`src/sswr_pkg.sv`:
```
// shared constants for the supply supervisor and watchdog reset block
package sswr_pkg;
    // clock rate in Hz
    localparam int unsigned CLK_HZ = 10000000;
    // reset hold after the supply is stable, in ms
    localparam int unsigned HOLD_MS = 200;
    // watchdog timeouts in ms
    localparam int unsigned WDT_SLOW_MS = 1400;
    localparam int unsigned WDT_MID_MS = 600;
    localparam int unsigned WDT_FAST_MS = 200;
    // cycles per millisecond, derived from the clock rate
    localparam int unsigned CYC_PER_MS = CLK_HZ / 1000;
    localparam int unsigned HOLD_CYC = HOLD_MS * CYC_PER_MS;
    localparam int unsigned WDT_SLOW_CYC = WDT_SLOW_MS * CYC_PER_MS;
    localparam int unsigned WDT_MID_CYC = WDT_MID_MS * CYC_PER_MS;
    localparam int unsigned WDT_FAST_CYC = WDT_FAST_MS * CYC_PER_MS;
    // watchdog period codes {high bit, low bit}
    localparam logic [1:0] WDP_SLOW = 2'h0;
    localparam logic [1:0] WDP_MID = 2'h1;
    localparam logic [1:0] WDP_FAST = 2'h2;
    localparam logic [1:0] WDP_OFF = 2'h3;
    // factory value of the period bits: watchdog disabled
    localparam logic [1:0] WDP_RESET = 2'h3;
    localparam logic LOCK_RESET = 1'b0;
    // counter width, enough for the longest count
    localparam int CNT_W = 32;
    // supervisor states
    typedef enum logic [1:0] {SSWR_OFF, SSWR_HOLD, SSWR_RUN} sswr_state_type;
endpackage

```
`src/sswr_tick_if.sv`:
```
// interface carrying the millisecond tick between the divider and the core
`timescale 1ns/10ps
interface sswr_tick_if;
    logic tick;
    logic clear;
    modport src (output tick, input clear);
    modport dst (input tick, output clear);
endinterface

```
`src/sswr_core.sv`:
```
// supply supervisor with power-on hold, brown-out reset and watchdog
//
// What this block does
// - one reset output of selectable polarity, open-drain when active low and driven when active high, is active whenever the supply is below the trip threshold.
// - at power-up reset goes active at about one volt and stays for 200 ms after the supply is stable above threshold.
// - on a brown-out reset stays active while the supply falls, down to about one volt.
// - on recovery reset stays active until the supply has been above threshold for 200 ms.
// - while reset is active every serial read or write instruction is ignored.
// - with the watchdog enabled, select_and_kick_input held at one level past the timeout asserts reset.
// - every falling edge of select_and_kick_input restarts the watchdog count.
// - the timeout comes from two nonvolatile watchdog period bits.
// - period codes 00, 01, 10 give 1.4 s, 600 ms, 200 ms and 11 disables the watchdog, the factory value.
// - period bits cannot change while write-protect is low and protect_lock_bit is high.
`timescale 1ns/10ps
module sswr_core
    import sswr_pkg::*;
#(
    parameter bit ACTIVE_HIGH = 1'b0,
    parameter int unsigned MS_CYC = CYC_PER_MS,
    parameter int unsigned HOLD_T = HOLD_MS,
    parameter int unsigned WDT_SLOW_T = WDT_SLOW_MS,
    parameter int unsigned WDT_MID_T = WDT_MID_MS,
    parameter int unsigned WDT_FAST_T = WDT_FAST_MS
)
(
    // clock and reset
    input wire logic clk_i,
    input wire logic rst_n_i,
    // supply comparators, asynchronous
    input wire logic supply_above_1v_i,
    input wire logic supply_above_trip_i,
    // pins from the host
    input wire logic select_and_kick_input_i,
    input wire logic write_protect_n_i,
    // serial instruction request from the memory front end
    input wire logic instr_req_i,
    output logic instr_accept_o,
    // status register write of period and lock bits
    input wire logic wsr_req_i,
    input wire logic [1:0] wsr_period_i,
    input wire logic wsr_lock_i,
    output logic [1:0] watchdog_period_o,
    output logic protect_lock_bit_o,
    // reset pin: output, and enable that is low while pulling
    output logic reset_pin_o,
    output logic reset_pin_oe_n_o,
    output logic reset_active_o,
    output logic watchdog_fired_o
);
    initial
    begin
        if (MS_CYC < 1 || HOLD_T < 1 || WDT_FAST_T < 1)
            $error("timing parameters must be at least one");
        if (WDT_SLOW_T >= 32'hFFFF || HOLD_T >= 32'hFFFF)
            $error("timing parameters too large");
    end

    // reset release through two flip-flops
    logic rs1_r;
    logic rs2_r;
    always_ff @(posedge clk_i or negedge rst_n_i)
    begin
        if (!rst_n_i)
        begin
            rs1_r <= 1'b0;
            rs2_r <= 1'b0;
        end
        else
        begin
            rs1_r <= 1'b1;
            rs2_r <= rs1_r;
        end
    end
    wire logic rst_n = rs2_r;

    // two-stage synchronisers for asynchronous inputs
    logic [3:0] sy1_r;
    logic [3:0] sy2_r;
    wire logic [3:0] raw = {supply_above_1v_i, supply_above_trip_i,
        select_and_kick_input_i, write_protect_n_i};
    always_ff @(posedge clk_i or negedge rst_n)
    begin
        if (!rst_n)
        begin
            // idle levels: select and protect high, so no false edge
            sy1_r <= 4'h3;
            sy2_r <= 4'h3;
        end
        else
        begin
            sy1_r <= raw;
            sy2_r <= sy1_r;
        end
    end
    wire logic v1v = sy2_r[3];
    wire logic supply_trip_threshold = sy2_r[2];
    wire logic kick = sy2_r[1];
    wire logic wp_n = sy2_r[0];

    // millisecond tick divider
    sswr_tick_if tk ();
    sswr_ms_tick #(.DIV(MS_CYC)) u_tick (
        .clk_i(clk_i),
        .rst_n_i(rst_n),
        .tk(tk)
    );

    // period and lock bits; registers stand in for nonvolatile cells
    logic [1:0] wdp_r;
    logic [1:0] wdp_nxt;
    logic lock_r;
    logic lock_nxt;
    logic st_active;
    always_comb
    begin
        wdp_nxt = wdp_r;
        lock_nxt = lock_r;
        // locked when protect pin low and lock bit set; refused under reset
        if (wsr_req_i && !st_active && !(lock_r && !wp_n))
        begin
            wdp_nxt = wsr_period_i;
            lock_nxt = wsr_lock_i;
        end
    end

    // supervisor state and counters
    sswr_state_type st_r;
    sswr_state_type st_nxt;
    logic [CNT_W-1:0] hold_r;
    logic [CNT_W-1:0] hold_nxt;
    logic [CNT_W-1:0] wd_r;
    logic [CNT_W-1:0] wd_nxt;
    logic kick_d_r;
    logic kick_d_nxt;
    logic fired_r;
    logic fired_nxt;
    logic [CNT_W-1:0] wd_lim;
    logic fall;
    logic rise;

    // timeout limit decoded from the period code
    always_comb
    begin
        case (wdp_r)
            WDP_SLOW: wd_lim = CNT_W'(WDT_SLOW_T);
            WDP_MID: wd_lim = CNT_W'(WDT_MID_T);
            WDP_FAST: wd_lim = CNT_W'(WDT_FAST_T);
            default: wd_lim = '0;
        endcase
    end

    assign fall = kick_d_r && !kick;
    assign rise = !kick_d_r && kick;
    // pin edges count only while running: chip-select traffic during
    // the hold must not stretch the release
    assign tk.clear = (fall || rise) && !st_active;

    // next state: supply drives everything, the watchdog only while running
    always_comb
    begin
        st_nxt = st_r;
        hold_nxt = hold_r;
        wd_nxt = wd_r;
        kick_d_nxt = kick;
        fired_nxt = fired_r;
        case (st_r)
            SSWR_OFF:
            begin
                hold_nxt = '0;
                // reset active from about one volt onward
                if (v1v)
                    st_nxt = SSWR_HOLD;
            end
            SSWR_HOLD:
            begin
                if (!v1v)
                    st_nxt = SSWR_OFF;
                else if (!supply_trip_threshold)
                    hold_nxt = '0;
                else if (hold_r >= CNT_W'(HOLD_T))
                begin
                    st_nxt = SSWR_RUN;
                    wd_nxt = '0;
                end
                else if (tk.tick)
                    hold_nxt = hold_r + 32'h1;
            end
            SSWR_RUN:
            begin
                fired_nxt = 1'b0;
                hold_nxt = '0;
                // any level change restarts the count; the edge defines
                // the kick, a rise only ends a stuck-low stretch
                if (tk.clear)
                    wd_nxt = '0;
                else if (tk.tick)
                    wd_nxt = wd_r + 32'h1;
                if (!supply_trip_threshold || !v1v)
                    st_nxt = SSWR_HOLD;
                else if (wdp_r != WDP_OFF && !tk.clear
                         && wd_r >= wd_lim)
                begin
                    st_nxt = SSWR_HOLD;
                    fired_nxt = 1'b1;
                end
            end
            default:
                st_nxt = SSWR_OFF;
        endcase
    end

    always_ff @(posedge clk_i or negedge rst_n)
    begin
        if (!rst_n)
        begin
            st_r <= SSWR_OFF;
            hold_r <= '0;
            wd_r <= '0;
            kick_d_r <= 1'b1;
            fired_r <= 1'b0;
            wdp_r <= WDP_RESET;
            lock_r <= LOCK_RESET;
        end
        else
        begin
            st_r <= st_nxt;
            hold_r <= hold_nxt;
            wd_r <= wd_nxt;
            kick_d_r <= kick_d_nxt;
            fired_r <= fired_nxt;
            wdp_r <= wdp_nxt;
            lock_r <= lock_nxt;
        end
    end

    // reset active in both off and hold; only the run state releases the pin
    assign st_active = (st_r != SSWR_RUN);
    // instructions refused while reset is active
    assign instr_accept_o = instr_req_i && !st_active;
    assign reset_active_o = st_active;
    assign watchdog_fired_o = fired_r;
    assign watchdog_period_o = wdp_r;
    assign protect_lock_bit_o = lock_r;
    // open drain: pull only when the active level is low
    assign reset_pin_o = ACTIVE_HIGH ? st_active : 1'b0;
    assign reset_pin_oe_n_o = ACTIVE_HIGH ? 1'b0 : !st_active;
endmodule

```
`src/sswr_ms_tick.sv`:
```
// divider that makes a one-cycle enable pulse every millisecond
`timescale 1ns/10ps
module sswr_ms_tick
    import sswr_pkg::*;
#(
    parameter int unsigned DIV = CYC_PER_MS
)
(
    // clock and reset
    input wire logic clk_i,
    input wire logic rst_n_i,
    // tick out, restart in
    sswr_tick_if.src tk
);
    initial
    begin
        if (DIV < 1)
            $error("divider must be at least one");
    end

    logic [CNT_W-1:0] cnt_r;
    logic [CNT_W-1:0] cnt_nxt;
    logic tick_r;
    logic tick_nxt;

    // count down; clear realigns the phase so a restarted timeout is exact
    always_comb
    begin
        tick_nxt = 1'b0;
        cnt_nxt = cnt_r - 32'h1;
        if (tk.clear)
            cnt_nxt = CNT_W'(DIV - 1);
        else if (cnt_r == '0)
        begin
            cnt_nxt = CNT_W'(DIV - 1);
            tick_nxt = 1'b1;
        end
    end

    always_ff @(posedge clk_i or negedge rst_n_i)
    begin
        if (!rst_n_i)
        begin
            cnt_r <= '0;
            tick_r <= 1'b0;
        end
        else
        begin
            cnt_r <= cnt_nxt;
            tick_r <= tick_nxt;
        end
    end

    assign tk.tick = tick_r;
endmodule

```
`config.mk`:
```
export PLATFORM = sky130hd
export DESIGN_NAME = sswr_core
export DESIGN_NICKNAME = d
export VERILOG_FILES = /design/src/sswr_pkg.sv /design/src/sswr_tick_if.sv /design/src/sswr_core.sv /design/src/sswr_ms_tick.sv
export SDC_FILE = /design/constraint.sdc
export NUM_CORES = 1
export LEC_CHECK = 0
export BUFFER_PORTS_ARGS = -buffer_cell sky130_fd_sc_hd__buf_2
export CORE_UTILIZATION = 44
export CTS_CLUSTER_SIZE = 10
export DETAILED_ROUTE_END_ITERATION = 8
export PLACE_DENSITY_LB_ADDON = 0.15
export SLEW_MARGIN = 20
export SYNTH_ARGS = -nofsm -noshare
export SYNTH_HDL_FRONTEND = slang
export SYNTH_SLANG_ARGS = --single-unit
```
`constraint.sdc`:
```
create_clock -name clk_i -period 10.6 [get_ports clk_i]
set_input_delay 1.06 -clock clk_i [delete_from_list [all_inputs] [get_ports clk_i]]
set_output_delay 1.06 -clock clk_i [all_outputs]
set_load 0.005 [all_outputs]
```
# Word level (Yosys, flattened, before mapping)

Index checks and enable logic that the tools add are counted.

Input port bits: 11
Word-level logic and storage cells: 87
Output and inout port bits: 8
Flip-flop bits (word level): 114

Reduce and logical (&&, ||, !) cells: 28
Muxes and demuxes: 25
$lt $le $gt $ge: 2
Eq/ne operators: 16
$add $sub $neg: 3

Operators by type and width:

| kind                                                                   | number |
|---|---|
| 32-bit 2-to-1 mux                                                      | 11 |
| 32-bit one-hot mux with 2 select lines                                 | 2 |
| 32-bit by 1-bit adder with 32-bit output, second input constant        | 2 |
| 11-bit one-hot mux with 3 select lines                                 | 1 |
| 32-bit >= comparator                                                   | 1 |
| 32-bit by 8-bit >= comparator with 1-bit output, second input constant | 1 |
| 32-bit logical NOT                                                     | 1 |
| 32-bit by 1-bit subtractor with 32-bit output, second input constant   | 1 |
| 2-bit 2-to-1 mux                                                       | 6 |
| 2-bit != test, second input constant                                   | 6 |
| 3-bit != test, second input constant                                   | 4 |
| 1-bit logical AND                                                      | 9 |
| 1-bit logical NOT                                                      | 8 |
| 4-bit AND reduction                                                    | 2 |
| 3-bit by 2-bit != test with 1-bit output, second input constant        | 2 |
| 2-bit one-hot mux with 3 select lines                                  | 1 |
| 5-bit AND reduction                                                    | 1 |
| 2-bit by 1-bit equality test with 1-bit output, second input constant  | 2 |
| 2-bit equality test, second input constant                             | 2 |
| 2-bit logical NOT                                                      | 2 |
| 1-bit 2-to-1 mux                                                       | 4 |
| 2-bit nonzero test                                                     | 2 |
| 1-bit logical OR                                                       | 2 |
| 2-bit OR reduction                                                     | 1 |

# Longest topological paths before layout

Depth in word-level cells: 10
Depth in mapped cells: 7
Gate-level depth less buffers: 7

# Cells and area by module

From an unflattened synthesis, not the netlist that was laid out.

Cells, all modules: 581
Area, all modules: 5740.5 um^2

By module, submodules not included:

| module       | instances | area each (um^2) | sequential area each (um^2) | cells each |
|---|---|---|---|---|
| sswr_core    | 1         | 3956.3           | 2035.7                      | 390 |
| sswr_ms_tick | 1         | 1784.2           | 825.8                       | 191 |

# Worst setup path before layout

No wires, ideal clock.

Kind: in2out
Start point: input instr_req_i
End point: output instr_accept_o
Slack: 8355 ps
Arrival time: 1185 ps
Stages on the path: 1
Buffers on the path: 0
Cell sequence: and2_1

Longest elaborated chain between the ends: 1

RTL lines:

| item              | line             | source |
|---|---|---|
| from (decl)       | sswr_core.sv:36  | `input wire logic instr_req_i,` |
| 1-bit logical AND | sswr_core.sv:239 | `assign instr_accept_o = instr_req_i && !st_active;` |
| to (decl)         | sswr_core.sv:37  | `output logic instr_accept_o,` |

No other way between the ends.

# Worst setup path in the final report

Start point: register st_r[0]
End point: output instr_accept_o

Longest elaborated chain between the ends: 3

RTL lines:

| item                   | line             | source |
|---|---|---|
| from (decl)            | sswr_core.sv:127 | `sswr_state_type st_r;` |
| from (signal assigned) | sswr_core.sv:226 | `st_r <= st_nxt;` |
| 2-bit != test          | sswr_core.sv:237 | `assign st_active = (st_r != SSWR_RUN);` |
| 1-bit logical NOT      | sswr_core.sv:239 |  |
| 1-bit logical AND      | sswr_core.sv:239 |  |

No other way between the ends.

==> reports/qor_table.md <==
| Parameter | Reported | Unit |
| --- | --- | --- |
| Share of the clock period used by the worst path after layout | 27.1 | % |
| Synth-to-layout area growth | 15.1 | % |
| Sink count of the clock tree | 114 | - |
| Setup Skew | 0.00726 | ns |
| Class of the most critical setup path | flip-flop to output port | - |
| Combinational fraction of design power | 1.6 | % |
| Hold violation count in the final report | 0 | - |
| Power, Total | 1.17 | mW |
| Wire length after detailed routing | 13.2 | mm |
| Final design area excluding fillers | 7160 | um2 |
| Cell type with the largest total area after synthesis | sky130_fd_sc_hd__dfrtp_1 | - |
| FILL cells | 1233 | - |
| Number of rows created at floorplan | 43 | - |
| Seq/Total Area, Yosys | 46.0 | % |
| Endpoint type of the worst setup path | output port | - |
| Horizontal die dimension | 121 | um |
| HPWL Detailed | 8.24 | mm |
| Most common cell in the netlist | sky130_fd_sc_hd__dfrtp_1 | - |
| Number of diodes | 0 | - |
| Setup repair after global routing missed its margin | no | - |
| Ratio of cells with drive above 1 in the final layout | 14.6 | % |
| Critical R2R Capture | st_r[0] | - |
| Maximum frequency from static timing analysis | 348 | MHz |
| ANT nets after route | 0 | - |
| Wire length of the first global-routing pass | 22.9 | mm |
| Number of gates resized after cts | 0 | - |
| Placer's final routability congestion estimate | 0.774 | - |
| Area enclosed by the die boundary | 14600 | um2 |
| Most area-consuming cells after synthesis | sky130_fd_sc_hd__dfrtp_1 43%, sky130_fd_sc_hd__o211ai_1 4.8%, sky130_fd_sc_hd__mux2i_1 4.2%, sky130_fd_sc_hd__xnor2_1 3.2%, sky130_fd_sc_hd__nor2_1 3.1% | - |
| Max-slew headroom | 50.2 | % |
| Slew @ Worst Pin | 0.747 | ns |
| Number of enable flip-flop cells after synthesis | 0 | - |
| Sequential fraction of design power | 38.2 | % |
| Number of H-tree levels | 4 | - |
| Port Buffers | 17 | - |
| Layout Utilization | 51.8 | % |
| Clock buffer count from CTS | 17 | - |
| Peak fanout along the critical path | 28 | - |
| Max Slew Vio Count | 0 | - |
| Synth Net Count | 641 | - |
| Outcome | completed | - |
| Starting density of the core | 45.0 | % |
| Count of maximum capacitance violations | 0 | - |
| Critical path capture point | instr_accept_o | - |
| Synth async-reset ratio | 100 | % |
| Synthesized cell area | 6220 | um2 |
| Total I/O pin count | 19 | - |
| Count of unique library cells instantiated by Yosys | 69 | - |
| DR vias/cell | 5.70 | - |
| Total global routing track utilization | 20.0 | % |
| Number of DRC violations after detailed-routing iteration 0 | 237 | - |
| Slack of the worst reg-to-reg path | 8.04 | ns |
| Maximum number of pins on one net before global-route repair | 64 | - |
| DRC violations left | 0 | - |
| Core footprint | 13800 | um2 |
| Synth Instances | 616 | - |
| Standard cell area after detailed placement | 6440 | um2 |
| Most common flop cell mapped by yosys | sky130_fd_sc_hd__dfrtp_1 | - |
| Start of the worst register-to-register path | watchdog_period_o[1] | - |
| Reg clk slew, reported paths | 0.05 | ns |
| Clock insertion delay at the later pin of the skew report | 0.42 | ns |
| Worst IR Drop VDD | 0.132 | mV |
| Number of antenna violations at the first check in global routing | 0 | - |
| Buffer depth of the longest clock path | 2 | - |
| WL per Instance | 16.1 | um |
| Vias | 4659 | - |
| Die height | 121 | um |
| Mean cell area of the mapped netlist | 10.1 | um2 |
| Power density relative to cell area | 163 | nW/um2 |
| Congestion Overflow GR | 0 | - |
| Endpoints failing setup | 0 | - |
| Worst setup startpoint | st_r[0] | - |
| Count of yosys warnings during synthesis | 0 | - |
| DR pass1 iterations | 4 | - |
| NumNets Final | 650 | - |
| Required time reported for the critical path endpoint | 9.54 | ns |
| Via count of the first global-routing pass | 4774 | - |
| R2R depth | 7 | - |
| Flip-flop and latch count after synthesis | 114 | - |
| Leakage | 2.93 | nW |
| Minimum period implied by the final worst setup slack | 2.87 | ns |
| Post-synth top cells | 107 x sky130_fd_sc_hd__dfrtp_1, 51 x sky130_fd_sc_hd__nor2_1, 40 x sky130_fd_sc_hd__o211ai_1 | - |
| Area occupied by multi-input gates | 3090 | um2 |
| Switching part of the total power | 18.6 | % |
| Data arrival at the endpoint of the critical path | 1.81 | ns |
| Share of Yosys cell area claimed by the top area cell type | 43.0 | % |
| Total area of sequential cells | 2870 | um2 |
| Count of hold buffers inserted by post-cts repair | 0 | - |
| Design internal power | 0.950 | mW |
| Setup Total Neg Slack | 0 | ns |
| Clock power frac | 60.2 | % |
| TritonCTS clock tree | yes | - |
| P_sw | 0.217 | mW |
| Startpoint kind of the worst setup timing path | flip-flop | - |
| Worst hold path startpoint | sy1_r[3] | - |
| Worst Hold Class | flip-flop to flip-flop | - |
| Buffer count from post-CTS setup fixing | 0 | - |
| Cell at the root of the clock tree | sky130_fd_sc_hd__clkbuf_16 | - |
-- metrics by stage --
| step | std cells | setup WS [ns] | hold slack, ns |
|---|---|---|---|
| global route | 818 | 7.60 | 0.356 |
| global placement | 786 | 8.15 | 0.337 |
| detailed placement | 786 | 8.15 | 0.335 |
| finish | 818 | 7.73 | 0.345 |
| floorplan | 616 | 7.20 | 0.331 |
| CTS | 818 | 7.72 | 0.347 |
-- kinds of logic (layout without fill, tap and decap cells) --
kind of cell | Yosys count | count (layout) | synth area share (%)
mux | 29 | 29 | 4.73
flops | 114 | 114 | 46.0
buf+inv | 66 | 88 | 4.40
simple gates | 243 | 243 | 22.4
other cells | 2 | 2 | 0.121
fa+ha+maj | 14 | 14 | 2.82
xor+xnor | 30 | 30 | 4.22
compound gates | 118 | 118 | 15.3
-- final cells by class --
| type | instances | share of cell area (%) |
|---|---|---|
| Timing Repair Buffer | 23 | 1.82 |
| Clock inverter | 10 | 3.49 |
| Clock buffer | 22 | 6.62 |
| Sequential cell | 114 | 40.0 |
| Multi-Input combinational cell | 436 | 43.2 |
| Tap cell | 180 | 3.14 |
| Inverter | 33 | 1.73 |
-- sequential cells by signal (all words and copies together) (netlist names) --
register and count:
watchdog_fired_o 1, hold_r 32, u_tick.tk.tick 1, rs1_r 1, watchdog_period_o 2, wd_r 32
st_r 2, rs2_r 1, kick_d_r 1, sy1_r 4, sy2_r 4, u_tick.cnt_r 32
protect_lock_bit_o 1
-- layer usage --
metal	part of all wire [%]	up-vias	global-route usage [%]	wire, um
met5	0	-	0	0
met1	47	2279	26.1	6180
met3	4.4	16	4.37	576
li1	-	2276	-	-
met2	47	88	31.9	6160
met4	1.8	0	8.95	239
-- layout by cell type (no fill, tap or decap), types with 18 or more instances in the layout --
master,instances
sky130_fd_sc_hd__inv_1,32
sky130_fd_sc_hd__nand3_1,25
sky130_fd_sc_hd__mux2i_1,26
sky130_fd_sc_hd__a211oi_1,21
sky130_fd_sc_hd__xnor2_1,23
sky130_fd_sc_hd__o211ai_1,40
sky130_fd_sc_hd__nor3_1,18
sky130_fd_sc_hd__dfrtp_1,106
sky130_fd_sc_hd__nand4_1,25
sky130_fd_sc_hd__nor2_1,51
sky130_fd_sc_hd__and2_1,26
sky130_fd_sc_hd__nand2_1,35
-- how the worst min path moves through the flow --
stage,endpoint,cells past startpoint
after floorplan,rs2_r,0
after global placement,sy2_r[3],0
after detailed placement,sy2_r[3],0
after CTS,sy2_r[3],0
after global routing,sy2_r[2],0
final,sy2_r[3],0
-- worst max-delay path: stages (launching register included) --
cell,delay (ns)
sky130_fd_sc_hd__dfrtp_1,0.44
sky130_fd_sc_hd__nand2b_1,0.13
sky130_fd_sc_hd__buf_4,0.33
sky130_fd_sc_hd__inv_2,0.19
sky130_fd_sc_hd__and2_1,0.19
sky130_fd_sc_hd__buf_2,0.12
-- power by group through the flow --
stage,combinational [mW],clock [mW],sequential (mW)
after global routing,0.0218,0.737,0.447
after global placement,0.0193,0,0.453
after detailed placement,0.0195,0,0.454
after CTS,0.0196,0.717,0.446
after floorplan,0.0101,0,0.454
final,0.0191,0.702,0.446
No activity file was read; power rests on OpenSTA's default activity.
